[src/fls_pkg.sv]
package fls_pkg;

  // ----------------------------------------------------------------
  // Timing
  // ----------------------------------------------------------------
  localparam int CLK_PERIOD_NS = 25;
  localparam int WE_PULSE_NS   = 60;
  localparam int OE_ACCESS_NS  = 90;
  localparam int WE_PULSE_CYC  = (WE_PULSE_NS + CLK_PERIOD_NS - 1) / CLK_PERIOD_NS;
  localparam int OE_ACCESS_CYC = (OE_ACCESS_NS + CLK_PERIOD_NS - 1) / CLK_PERIOD_NS;
  localparam int CNT_W         = 4;

  // ----------------------------------------------------------------
  // Flash pins
  // ----------------------------------------------------------------
  localparam int FA_W = 20;
  localparam int DQ_W = 8;

  // ----------------------------------------------------------------
  // Device commands and status bits
  // ----------------------------------------------------------------
  localparam logic [7:0] CMD_READ_ARRAY    = 8'hFF;
  localparam logic [7:0] CMD_READ_STATUS   = 8'h70;
  localparam logic [7:0] CMD_CLEAR_STATUS  = 8'h50;
  localparam logic [7:0] CMD_LOCK_SETUP    = 8'h60;
  localparam logic [7:0] CMD_BLOCK_CONFIRM = 8'h01;
  localparam logic [7:0] CMD_PERM_CONFIRM  = 8'hF1;
  localparam logic [7:0] CMD_CLEAR_CONFIRM = 8'hD0;
  localparam logic [7:0] CMD_OTP_SETUP     = 8'hC0;
  localparam int         STS_READY_BIT     = 7;
  localparam logic [7:0] STS_ERR_MASK      = 8'h3A;

  // ----------------------------------------------------------------
  // Register map and fields
  // ----------------------------------------------------------------
  localparam logic [7:0] REG_CTRL     = 8'h00;
  localparam logic [7:0] REG_ADDR     = 8'h04;
  localparam logic [7:0] REG_DATA     = 8'h08;
  localparam logic [7:0] REG_STATUS   = 8'h0C;
  localparam logic [7:0] REG_IRQ_STAT = 8'h10;
  localparam logic [7:0] REG_IRQ_MASK = 8'h14;
  localparam int         CTRL_RP_BIT  = 8;
  localparam int         ST_BUSY_BIT  = 8;
  localparam int         ST_RB_BIT    = 9;
  localparam int         ST_RP_BIT    = 10;
  localparam int         IRQ_DONE     = 0;
  localparam int         IRQ_ERR      = 1;
  localparam int         IRQ_W        = 2;

  // Operation codes written to the control register
  localparam logic [2:0] OP_NONE         = 3'h0;
  localparam logic [2:0] OP_SET_BLOCK    = 3'h1;
  localparam logic [2:0] OP_SET_PERM     = 3'h2;
  localparam logic [2:0] OP_CLEAR_LOCKS  = 3'h3;
  localparam logic [2:0] OP_OTP          = 3'h4;
  localparam logic [2:0] OP_READ         = 3'h5;
  localparam logic [2:0] OP_CLEAR_STATUS = 3'h6;

endpackage
[src/fls_cycle.sv]
`timescale 1ns/100ps
`default_nettype none
module fls_cycle
  import fls_pkg::*;
(
  input  wire logic            pclk,
  input  wire logic            presetn,
  input  wire logic            start,
  input  wire logic            wr,
  input  wire logic [FA_W-1:0] addr,
  input  wire logic [DQ_W-1:0] wdata,
  output logic                 done,
  output logic      [DQ_W-1:0] rdata,
  output logic      [FA_W-1:0] flash_addr,
  output logic      [DQ_W-1:0] flash_dq_out,
  input  wire logic [DQ_W-1:0] flash_dq_in,
  output logic                 flash_dq_oe_n,
  output logic                 flash_ce_n,
  output logic                 flash_we_n,
  output logic                 flash_oe_n
);

  typedef enum logic [1:0] {E_IDLE, E_SETUP, E_STROBE, E_HOLD} fls_eng_t;

  fls_eng_t         state;
  logic             is_wr;
  logic [CNT_W-1:0] cnt;

  // ----------------------------------------------------------------
  // One bus cycle: address setup, strobe, hold with strobe released
  // ----------------------------------------------------------------
  always_ff @(posedge pclk or negedge presetn) begin
    if (!presetn) begin
      state         <= E_IDLE;
      is_wr         <= 1'b0;
      cnt           <= '0;
      done          <= 1'b0;
      rdata         <= '0;
      flash_addr    <= '0;
      flash_dq_out  <= '0;
      flash_dq_oe_n <= 1'b1;
      flash_ce_n    <= 1'b1;
      flash_we_n    <= 1'b1;
      flash_oe_n    <= 1'b1;
    end else begin
      done <= 1'b0;
      unique case (state)
        E_IDLE: begin
          if (start) begin
            is_wr         <= wr;
            flash_addr    <= addr;
            flash_dq_out  <= wdata;
            flash_dq_oe_n <= ~wr;
            flash_ce_n    <= 1'b0;
            state         <= E_SETUP;
          end
        end
        E_SETUP: begin
          flash_we_n <= ~is_wr;
          flash_oe_n <= is_wr;
          cnt        <= is_wr ? CNT_W'(WE_PULSE_CYC - 1) : CNT_W'(OE_ACCESS_CYC - 1);
          state      <= E_STROBE;
        end
        E_STROBE: begin
          if (cnt == '0) begin
            // Data is latched by the device on the rising write strobe
            if (!is_wr) begin
              rdata <= flash_dq_in;
            end
            flash_we_n <= 1'b1;
            flash_oe_n <= 1'b1;
            state      <= E_HOLD;
          end else begin
            cnt <= cnt - 1'b1;
          end
        end
        E_HOLD: begin
          flash_ce_n    <= 1'b1;
          flash_dq_oe_n <= 1'b1;
          done          <= 1'b1;
          state         <= E_IDLE;
        end
      endcase
    end
  end

endmodule
`default_nettype wire

[src/fls_host.sv]
// Summary of operation
// - After the last lock-bit set the controller writes the read-array command so reads return array data again.
// - Clearing all block locks is a 60H setup write then a D0H confirm write, followed by status polling.
// - OTP programming is a C0H setup write then a data write at the target, followed by status polling.
// - On any error flag the controller issues clear-status before anything else.
`timescale 1ns/100ps
`default_nettype none
module fls_host
  import fls_pkg::*;
(
  input  wire logic            pclk,
  input  wire logic            presetn,
  input  wire logic            psel,
  input  wire logic            penable,
  input  wire logic            pwrite,
  input  wire logic [7:0]      paddr,
  input  wire logic [31:0]     pwdata,
  output logic      [31:0]     prdata,
  output logic                 pready,
  output logic                 pslverr,
  output logic                 irq,
  output logic      [FA_W-1:0] flash_addr,
  output logic      [DQ_W-1:0] flash_dq_out,
  input  wire logic [DQ_W-1:0] flash_dq_in,
  output logic                 flash_dq_oe_n,
  output logic                 flash_ce_n,
  output logic                 flash_we_n,
  output logic                 flash_oe_n,
  output logic                 flash_rp_n,
  input  wire logic            ready_busy_out
);

  typedef enum logic [2:0] {
    ST_IDLE, ST_SETUP, ST_CONFIRM, ST_POLL_CMD, ST_POLL_READ, ST_CLEAR, ST_ARRAY, ST_READ_DATA
  } fls_state_t;

  function automatic logic fls_mapped(input logic [7:0] a);
    return (a == REG_CTRL) || (a == REG_ADDR) || (a == REG_DATA) ||
           (a == REG_STATUS) || (a == REG_IRQ_STAT) || (a == REG_IRQ_MASK);
  endfunction

  fls_state_t       state;
  logic [2:0]       op;
  logic             issued;
  logic             rp_hold;
  logic [FA_W-1:0]  addr_reg;
  logic [DQ_W-1:0]  data_reg;
  logic [DQ_W-1:0]  read_data;
  logic [DQ_W-1:0]  dev_status;
  logic [IRQ_W-1:0] irq_stat;
  logic [IRQ_W-1:0] irq_mask;
  logic [IRQ_W-1:0] irq_set;
  logic             eng_start;
  logic             eng_wr;
  logic [FA_W-1:0]  eng_addr;
  logic [DQ_W-1:0]  eng_data;
  logic             eng_done;
  logic [DQ_W-1:0]  eng_rdata;
  logic             next_wr;
  logic [FA_W-1:0]  next_addr;
  logic [DQ_W-1:0]  next_data;
  logic             acc;
  logic             wr_fire;
  logic             go;
  logic             seq_busy;
  logic             sts_err;

  assign acc      = psel & penable;
  assign wr_fire  = acc & pready & pwrite;
  assign seq_busy = (state != ST_IDLE);
  assign sts_err  = |(eng_rdata & STS_ERR_MASK);
  assign go       = wr_fire && (paddr == REG_CTRL) && !seq_busy && !pwdata[CTRL_RP_BIT] && !rp_hold &&
                    (pwdata[2:0] != OP_NONE) && (pwdata[2:0] <= OP_CLEAR_STATUS);

  // ----------------------------------------------------------------
  // APB slave: one wait state, registered answer
  // ----------------------------------------------------------------
  always_ff @(posedge pclk or negedge presetn) begin
    if (!presetn) begin
      pready  <= 1'b0;
      pslverr <= 1'b0;
      prdata  <= '0;
    end else begin
      pready  <= acc & ~pready;
      pslverr <= acc & ~pready & ~fls_mapped(paddr);
      prdata  <= '0;
      if (acc && !pready && !pwrite) begin
        unique case (paddr)
          REG_CTRL:     prdata <= {23'h000000, rp_hold, 5'h00, op};
          REG_ADDR:     prdata <= {12'h000, addr_reg};
          REG_DATA:     prdata <= {24'h000000, read_data};
          // Ready/busy is sampled with no regard to the strobes
          REG_STATUS:   prdata <= {21'h000000, rp_hold, ready_busy_out, seq_busy, dev_status};
          REG_IRQ_STAT: prdata <= {30'h00000000, irq_stat};
          REG_IRQ_MASK: prdata <= {30'h00000000, irq_mask};
          default:      prdata <= '0;
        endcase
      end
    end
  end

  always_ff @(posedge pclk or negedge presetn) begin
    if (!presetn) begin
      addr_reg <= '0;
      data_reg <= '0;
      irq_mask <= '0;
    end else if (wr_fire) begin
      if (paddr == REG_ADDR) begin
        addr_reg <= pwdata[FA_W-1:0];
      end
      if (paddr == REG_DATA) begin
        data_reg <= pwdata[DQ_W-1:0];
      end
      if (paddr == REG_IRQ_MASK) begin
        irq_mask <= pwdata[IRQ_W-1:0];
      end
    end
  end

  // ----------------------------------------------------------------
  // Device reset pin: held low in our reset and on software request
  // ----------------------------------------------------------------
  always_ff @(posedge pclk or negedge presetn) begin
    if (!presetn) begin
      rp_hold    <= 1'b1;
      flash_rp_n <= 1'b0;
    end else begin
      if (wr_fire && paddr == REG_CTRL && !seq_busy) begin
        rp_hold <= pwdata[CTRL_RP_BIT];
      end
      // Leaving reset puts the device in read-array mode with status cleared
      flash_rp_n <= ~rp_hold;
    end
  end

  // ----------------------------------------------------------------
  // Interrupts: set beats a write-one-to-clear in the same cycle
  // ----------------------------------------------------------------
  always_ff @(posedge pclk or negedge presetn) begin
    if (!presetn) begin
      irq_stat <= '0;
      irq      <= 1'b0;
    end else begin
      irq_stat <= (irq_stat & ~((wr_fire && paddr == REG_IRQ_STAT) ? pwdata[IRQ_W-1:0] : '0)) | irq_set;
      irq      <= |(irq_stat & irq_mask);
    end
  end

  // ----------------------------------------------------------------
  // Next bus cycle for each step
  // ----------------------------------------------------------------
  always_comb begin
    next_wr   = 1'b1;
    next_addr = '0;
    next_data = CMD_READ_ARRAY;
    unique case (state)
      ST_IDLE:      next_data = CMD_READ_ARRAY;
      ST_SETUP:     next_data = (op == OP_OTP) ? CMD_OTP_SETUP : CMD_LOCK_SETUP;
      ST_CONFIRM: begin
        next_addr = addr_reg;
        unique case (op)
          OP_SET_BLOCK:   next_data = CMD_BLOCK_CONFIRM;
          OP_SET_PERM:    next_data = CMD_PERM_CONFIRM;
          OP_CLEAR_LOCKS: next_data = CMD_CLEAR_CONFIRM;
          default:        next_data = data_reg;
        endcase
      end
      ST_POLL_CMD:  next_data = CMD_READ_STATUS;
      ST_POLL_READ: next_wr   = 1'b0;
      ST_CLEAR:     next_data = CMD_CLEAR_STATUS;
      ST_ARRAY:     next_data = CMD_READ_ARRAY;
      ST_READ_DATA: begin
        next_wr   = 1'b0;
        next_addr = addr_reg;
      end
    endcase
  end

  // ----------------------------------------------------------------
  // Operation sequencer
  // ----------------------------------------------------------------
  always_ff @(posedge pclk or negedge presetn) begin
    if (!presetn) begin
      state      <= ST_IDLE;
      op         <= OP_NONE;
      issued     <= 1'b0;
      eng_start  <= 1'b0;
      eng_wr     <= 1'b0;
      eng_addr   <= '0;
      eng_data   <= '0;
      dev_status <= '0;
      read_data  <= '0;
      irq_set    <= '0;
    end else begin
      eng_start <= 1'b0;
      irq_set   <= '0;
      if (state == ST_IDLE) begin
        issued <= 1'b0;
        if (go) begin
          op <= pwdata[2:0];
          unique case (pwdata[2:0])
            OP_READ:         state <= ST_ARRAY;
            OP_CLEAR_STATUS: state <= ST_CLEAR;
            default:         state <= ST_SETUP;
          endcase
        end
      end else if (!issued) begin
        eng_start <= 1'b1;
        eng_wr    <= next_wr;
        eng_addr  <= next_addr;
        eng_data  <= next_data;
        issued    <= 1'b1;
      end else if (eng_done) begin
        issued <= 1'b0;
        unique case (state)
          ST_SETUP:    state <= ST_CONFIRM;
          ST_CONFIRM:  state <= ST_POLL_CMD;
          ST_POLL_CMD: state <= ST_POLL_READ;
          ST_POLL_READ: begin
            // Status reads repeat without a new 70H until the device reports ready
            if (eng_rdata[STS_READY_BIT]) begin
              dev_status <= eng_rdata;
              // Sticky device errors (bits 5,4,3,1) are cleared before the next operation
              if (sts_err) begin
                irq_set[IRQ_ERR] <= 1'b1;
                state            <= ST_CLEAR;
              end else begin
                state <= ST_ARRAY;
              end
            end
          end
          ST_CLEAR:    state <= ST_ARRAY;
          ST_ARRAY: begin
            // Read-array restored after every operation
            if (op == OP_READ) begin
              state <= ST_READ_DATA;
            end else begin
              irq_set[IRQ_DONE] <= 1'b1;
              state             <= ST_IDLE;
            end
          end
          ST_READ_DATA: begin
            read_data         <= eng_rdata;
            irq_set[IRQ_DONE] <= 1'b1;
            state             <= ST_IDLE;
          end
          default:     state <= ST_IDLE;
        endcase
      end
    end
  end

  fls_cycle u_cycle (
    .pclk          (pclk),
    .presetn       (presetn),
    .start         (eng_start),
    .wr            (eng_wr),
    .addr          (eng_addr),
    .wdata         (eng_data),
    .done          (eng_done),
    .rdata         (eng_rdata),
    .flash_addr    (flash_addr),
    .flash_dq_out  (flash_dq_out),
    .flash_dq_in   (flash_dq_in),
    .flash_dq_oe_n (flash_dq_oe_n),
    .flash_ce_n    (flash_ce_n),
    .flash_we_n    (flash_we_n),
    .flash_oe_n    (flash_oe_n)
  );

  // ----------------------------------------------------------------
  // Checks
  // ----------------------------------------------------------------
  logic [DQ_W-1:0] last_written;
  logic            clr_sent;

  always_ff @(posedge pclk or negedge presetn) begin
    if (!presetn) begin
      last_written <= '0;
      clr_sent     <= 1'b0;
    end else begin
      if (!flash_we_n) begin
        last_written <= flash_dq_out;
      end
      if (go) begin
        clr_sent <= 1'b0;
      end else if (!flash_we_n && flash_dq_out == CMD_CLEAR_STATUS) begin
        clr_sent <= 1'b1;
      end
    end
  end

  a_array_at_end: assert property (@(posedge pclk) disable iff (!presetn)
    $fell(seq_busy) && op != OP_READ |-> last_written == CMD_READ_ARRAY)
    else $error("operation ended without read-array command");

  a_clear_confirm_pair: assert property (@(posedge pclk) disable iff (!presetn)
    $fell(flash_we_n) && op == OP_CLEAR_LOCKS && flash_dq_out == CMD_CLEAR_CONFIRM |-> last_written == CMD_LOCK_SETUP)
    else $error("lock clear confirm without setup");

  a_otp_setup_first: assert property (@(posedge pclk) disable iff (!presetn)
    $rose(state == ST_CONFIRM) && op == OP_OTP |-> last_written == CMD_OTP_SETUP)
    else $error("OTP data write without setup");

  a_clear_on_error: assert property (@(posedge pclk) disable iff (!presetn)
    $fell(seq_busy) && |(dev_status & STS_ERR_MASK) && op != OP_READ && op != OP_CLEAR_STATUS |-> clr_sent)
    else $error("error left uncleared");

  a_poll_until_ready: assert property (@(posedge pclk) disable iff (!presetn)
    state == ST_POLL_READ && issued && eng_done && !eng_rdata[STS_READY_BIT] |=> state == ST_POLL_READ)
    else $error("left polling while device busy");

  a_status_cmd_first: assert property (@(posedge pclk) disable iff (!presetn)
    state == ST_POLL_READ && eng_start |-> last_written == CMD_READ_STATUS)
    else $error("status read without status command");

  a_irq_follows: assert property (@(posedge pclk) disable iff (!presetn)
    irq_set[IRQ_DONE] && irq_mask[IRQ_DONE] && !wr_fire |=> ##1 irq)
    else $error("done interrupt not raised");

  a_apb_one_wait: assert property (@(posedge pclk) disable iff (!presetn)
    psel && penable && !pready |=> pready ##1 !pready)
    else $error("APB answer timing wrong");

endmodule
`default_nettype wire

[config.mk]
export PLATFORM = sky130hd
export DESIGN_NAME = fls_host
export DESIGN_NICKNAME = d
export VERILOG_FILES = /design/src/fls_pkg.sv /design/src/fls_cycle.sv /design/src/fls_host.sv
export SDC_FILE = /design/constraint.sdc
export NUM_CORES = 1
export LEC_CHECK = 0
export ABC_AREA = 1
export BUFFER_PORTS_ARGS = -buffer_cell sky130_fd_sc_hd__buf_4
export CAP_MARGIN = 20
export CORE_UTILIZATION = 55
export CTS_BUF_LIST = sky130_fd_sc_hd__clkbuf_2
export DETAILED_ROUTE_END_ITERATION = 8
export PLACE_DENSITY_LB_ADDON = 0.08
export SKIP_CTS_REPAIR_TIMING = 1
export SYNTH_ARGS = -nofsm -noshare
export SYNTH_HDL_FRONTEND = slang
export SYNTH_SLANG_ARGS = --single-unit
export TNS_END_PERCENT = 30
[constraint.sdc]
create_clock -name pclk -period 2.2 [get_ports pclk]
set_input_delay 0 -clock pclk [delete_from_list [all_inputs] [get_ports pclk]]
set_output_delay 0 -clock pclk [all_outputs]
set_load 0.1 [all_outputs]
* Word-level counts from Yosys, hierarchy flattened
Cells that the tools add are included.
Word-level totals: logic and storage cells 167, input port bits 54, register bits 172
Cells by class: add/subtract/negate cells 1, reductions and logical operators 47, magnitude comparators 1, bitwise gates (word level) 16, multiplexer cells 44, equal/unequal tests 27
Operators with widths (count):
- case mux 20 bit (6 select lines) | 1
- 2-to-1 mux 32 bit | 1
- case mux 8 bit (4 select lines) | 1
- equality test 3 bit (second input constant) | 8
- case mux 8 bit (3 select lines) | 1
- 2-to-1 mux 20 bit | 1
- AND reduction 2 bit | 10
- 2-to-1 mux 3 bit | 6
- case mux 3 bit (6 select lines) | 1
- equality test 8 x 4 -> 1 bit (second input constant) | 2
- equality test 8 x 5 -> 1 bit (second input constant) | 2
- 2-to-1 mux 1 bit | 15
- 2-to-1 mux 2 bit | 7
- equality test 3 x 2 -> 1 bit (second input constant) | 4
- case mux 1 bit (2 select lines) | 5
- logical AND 1 bit | 9
- equality test 8 x 3 -> 1 bit (second input constant) | 1
- zero test 8 bit | 1
- 2-to-1 mux 8 bit | 1
- case mux 2 bit (4 select lines) | 1
- case mux 4 bit (2 select lines) | 1
- AND reduction 4 bit | 2
- nonzero test 2 bit | 4
- inverter 1 bit | 7
- other kinds (24) | 44

* Logic depth before layout (Yosys ltp)
depth in word-level cells 11, mapped depth 9, mapped depth without buffers 9

* Modules after synthesis
Synthesis repeated with hierarchy kept, for this count alone.
Second synthesis, totals: cell total of the unflattened synthesis 771, area, all modules 6935.4 sq um
Modules (own cells, without submodules):
- fls_host | area an instance 4879.7 sq um, instances 1, cells each 546
- fls_cycle | area an instance 2055.7 sq um, instances 1, cells each 225

* Worst setup path before layout
No wires, ideal clock.
kind reg-to-reg, from register pready, to register addr_reg[17], stages on the path, launching flop included 9, slack 0.136 ns, arrival 1.939 ns, data required time 2.075 ns, cells stage by stage dfrtp_1 > nand2_1 > inv_1 > nand2_1 > inv_1 > nand2_2 > buf_6 > buf_6 > mux2_4
On the way: longest elaborated chain between the ends 3
RTL lines:
- from (decl) | line fls_host.sv:19 | output logic pready,
- from (signal assigned) | line fls_host.sv:84 | pready <= acc & ~pready;
- bitwise AND 1 bit (2 in series) | line fls_host.sv:69 | assign wr_fire = acc & pready & pwrite;
- AND reduction 2 bit (no source line)
- to (signal assigned) | line fls_host.sv:109 | addr_reg <= pwdata[FA_W-1:0];
- to (decl) | line fls_host.sv:46 | logic [FA_W-1:0] addr_reg;
No other way between the ends. A chain may end at the register's enable or synchronous reset.

* Worst setup path in the final report
from input port paddr[1], to register prdata[9]
On the way: longest elaborated chain between the ends 3, elaborated cells between the ends (all ways) 8
RTL lines:
- from (decl) | line fls_host.sv:16 | input wire logic [7:0] paddr,
- equality test 8 x 5 -> 1 bit (tied with other cells) | line fls_host.sv:88 | unique case (paddr)
- case mux 20 bit (6 select lines) (*) | line fls_host.sv:88
- 2-to-1 mux 32 bit (*) | line fls_host.sv:87 | if (acc && !pready && !pwrite) begin
- to (signal assigned) | line fls_host.sv:89 | REG_CTRL: prdata <= {23'h000000, rp_hold, 5'h00, op};
- to (signal assigned) | line fls_host.sv:90 | REG_ADDR: prdata <= {12'h000, addr_reg};
- to (signal assigned) | line fls_host.sv:91 | REG_DATA: prdata <= {24'h000000, read_data};
- to (decl) | line fls_host.sv:18 | output logic [31:0] prdata,
Every way passes the cells marked *; elsewhere a longest branch is shown, timed or not.

==> summary.md <==
| Metric | Value |
|---|---|
| Crit path kind | input pin to register |
| Clock-pin slew on the worst setup and hold paths | 230 ps |
| Die X-Extent | about 110 um |
| Fin nets | around 950 |
| Worst-skew pair later-pin latency | 740 ps |
| GRT Util Overall | 0.2434 |
| Pins Over Slew Limit | 0 |
| Max cap viols | 0 |
| Starting Density | 0.5628 |
| Synth area leader | dfrtp_1 |
| Slack of the critical path | -63.81 ps |
| Pwr/cell area | about 720 nW/um2 |
| DRC | 0 |
| YS warnings | 0 |
| Total gr overflow | 0 |
| Clock skew | between 20 and 25 ps |
| EDFF count, synth | 0 |
| LEAKAGE | 4.184 nW |
| Detailed Route Iter0 Violations | 424 |
| Failing checks | negative setup slack |
| Worst EP required | 2880 ps |
| Final hold viol count | 0 |
| Layout cells sized above 1 | 0.1907 |
| Top-area cell type share of the netlist area | 0.5738 |
| HPWL after detailed placement | about 11 mm |
| Crit. End Element | register |
| Clk sinks | 160 |
| Seq/Total Area, Yosys | 0.5932 |
| Largest net degree at the start of global routing | 70 |
| Post-Syn Area per Cell | a little over 9 um2 |
| Hold Crit Class | input pin to register |
| CP Launch Type | input pin |
| Most used DFF post-synth | dfrtp_1 |
| Cell with the most instances after synthesis | nand2_1 |
| Max-slew headroom | 0.5640 |
| Post-synth top cells | 167 x nand2_1, 155 x dfrtp_1, 91 x inv_1 |
| Synth Register Bits | 160 |
| Initial antenna violation count | 0 |
| CTS buffer count | 17 |
| WL/cell | 14.81 um |
| Number of diodes | 0 |
| CP max FO | 7 |
| Result of the run | finished with violations |
| Clk buf depth | 2 |
| TritonCTS clock tree | done |
| Core box area | 12010 um2 |
| Fillers | 931 |
| Final worst path period share | 1.029 |
| Die Y | around 110 um |
| Post-placement setup slack | 259.8 ps |
| Detailed-route via count | 5486 |
| R2R setup slack | 180 ps |
| Final antenna-violating net count | 0 |
| GPL Wtd Cong | about 0.95 |
| Synth area leaders | dfrtp_1 57%, nand2_1 9.3%, o21ai_0 5.8% |
| # setup viols final | 1 |
| Syn Std Cell Area | 6760 um2 |
| Tot Pwr | 6.106 mW |
| Vias/cell | 5.205 |
| Pin slew with the least headroom to its limit | 649.0 ps |
| Port bufs | 97 |
| Worst Path Arrival | 2950 ps |
| Routed wire length | 15.61 mm |
| FMAX | 441.7 MHz |
| Core Rows | 40 |
| Die footprint | 12740 um2 |
| Pre-antenna DRT Iters | 5 |
| Synth unique cells | 39 |
| Mapped Cells | 726 |
| FFs w/ async S/R, synth | 1.000 |
| Vias in the first global route | 4920 |
| Minimum clock period | 2264 ps |
| First-pass GRT wire length | approximately 24 mm |
| Root Buffer | clkbuf_2 |
| Synth-to-Final Area Change | 26.30% |
| Max VDD drop | 0.0004483 V |
| Top-level port count | 122 |
| H-Tree Depth | 4 |
| Worst Hold Margin | ~25 ps |
==> area by class of cell <==
| type | count | area, um2 | share of cell area |
|---|---|---|---|
| Clock buffer | 18 | 90.09 | 0.01055 |
| Clock inverter | 14 | 166.4 | 0.01949 |
| Inverter | 93 | 349.1 | 0.04089 |
| Multi-Input combinational cell | 450 | 2243 | 0.2627 |
| Sequential cell | 160 | 4010 | 0.4697 |
| Tap cell | 147 | 183.9 | 0.02154 |
| Timing Repair Buffer | 172 | 1495 | 0.1751 |
==> cells in the final DEF, fill, tap and decap left out, drive strengths merged <==
cell / instances
a211o: 1
a21oi: 12
a22o: 2
a22oi: 6
a31oi: 2
a32oi: 2
buf: 107
bufinv: 3
clkbuf: 18
clkinv: 10
clkinvlp: 1
conb: 12
dfrtp: 155
dfstp: 5
dlygate4sd3: 65
ha: 6
inv: 93
mux2: 17
nand2: 171
nand3: 27
nand3b: 1
nand4: 6
nor2: 68
nor3: 8
o211ai: 2
o21ai: 79
o221ai: 1
o22ai: 23
o32ai: 1
or2: 1
xnor2: 1
xor2: 1
==> layer usage <==
| layer | vias up | GRT usage | part of all wire |
|---|---|---|---|
| li1 | 2650 | - | - |
| met1 | 2637 | 0.3237 | 0.44 |
| met2 | 164 | 0.3975 | 0.49 |
| met3 | 35 | 0.04767 | 0.049 |
| met4 | 0 | 0.09649 | 0.024 |
| met5 | - | 0 | 0 |
==> logic make-up (layout without fill, tap and decap cells) <==
group | Yosys count | count (layout) | synth area share
simple gates | 282 | 282 | 0.1736
flops | 160 | 160 | 0.5932
compound gates | 131 | 131 | 0.1085
buf+inv | 127 | 297 | 0.08107
mux | 17 | 17 | 0.02943
fa+ha+maj | 6 | 6 | 0.01110
xor+xnor | 2 | 2 | 0.002592
other cells | 1 | 12 | 0.0005547
==> worst max-delay path, stage by stage <==
cell,delay [ps]
dlygate4sd3_1,540
buf_4,140
inv_1,40
nand2_1,70
nor2_1,90
dlygate4sd3_1,550
buf_4,150
nand3_1,80
dlygate4sd3_1,570
a21oi_1,150
dlygate4sd3_1,560
==> where the power goes <==
group / total (mW) / switching (mW) / leakage, nW / internal [mW]
logic: 1.17 / 0.788 / 1.86 / 0.383
registers: 3.27 / 0.125 / 2.17 / 3.15
clock network: 1.66 / 1.02 / 0.158 / 0.639
total: 6.11 / 1.94 / 4.18 / 4.17
==> through the flow <==
step,instances,setup TNS [ps],area (um2),util
global placement,957,0,7631,0.6353
finish,1054,-63.81,8538,0.7108
detailed placement,957,0,7631,0.6353
global route,1054,-165.6,8538,0.7108
floorplan,737,0,6802,-
CTS,989,0,7888,0.6567
==> path summary, 6_finish.rpt <==
| path | start | end | cells after the start |
|---|---|---|---|
| setup / recovery | paddr[1] | prdata[9] | 11 |
| hold / removal | pwdata[10] | addr_reg[10] | 3 |
| setup reg to reg | pready | prdata[9] | 4 |
| min in group asynchronous | presetn | eng_addr[7] | 3 |
| max in group asynchronous | presetn | addr_reg[15] | 4 |
| hold reg to reg | irq_set[0] | irq_stat[0] | 2 |
No activity file was read; power rests on OpenSTA's default activity.
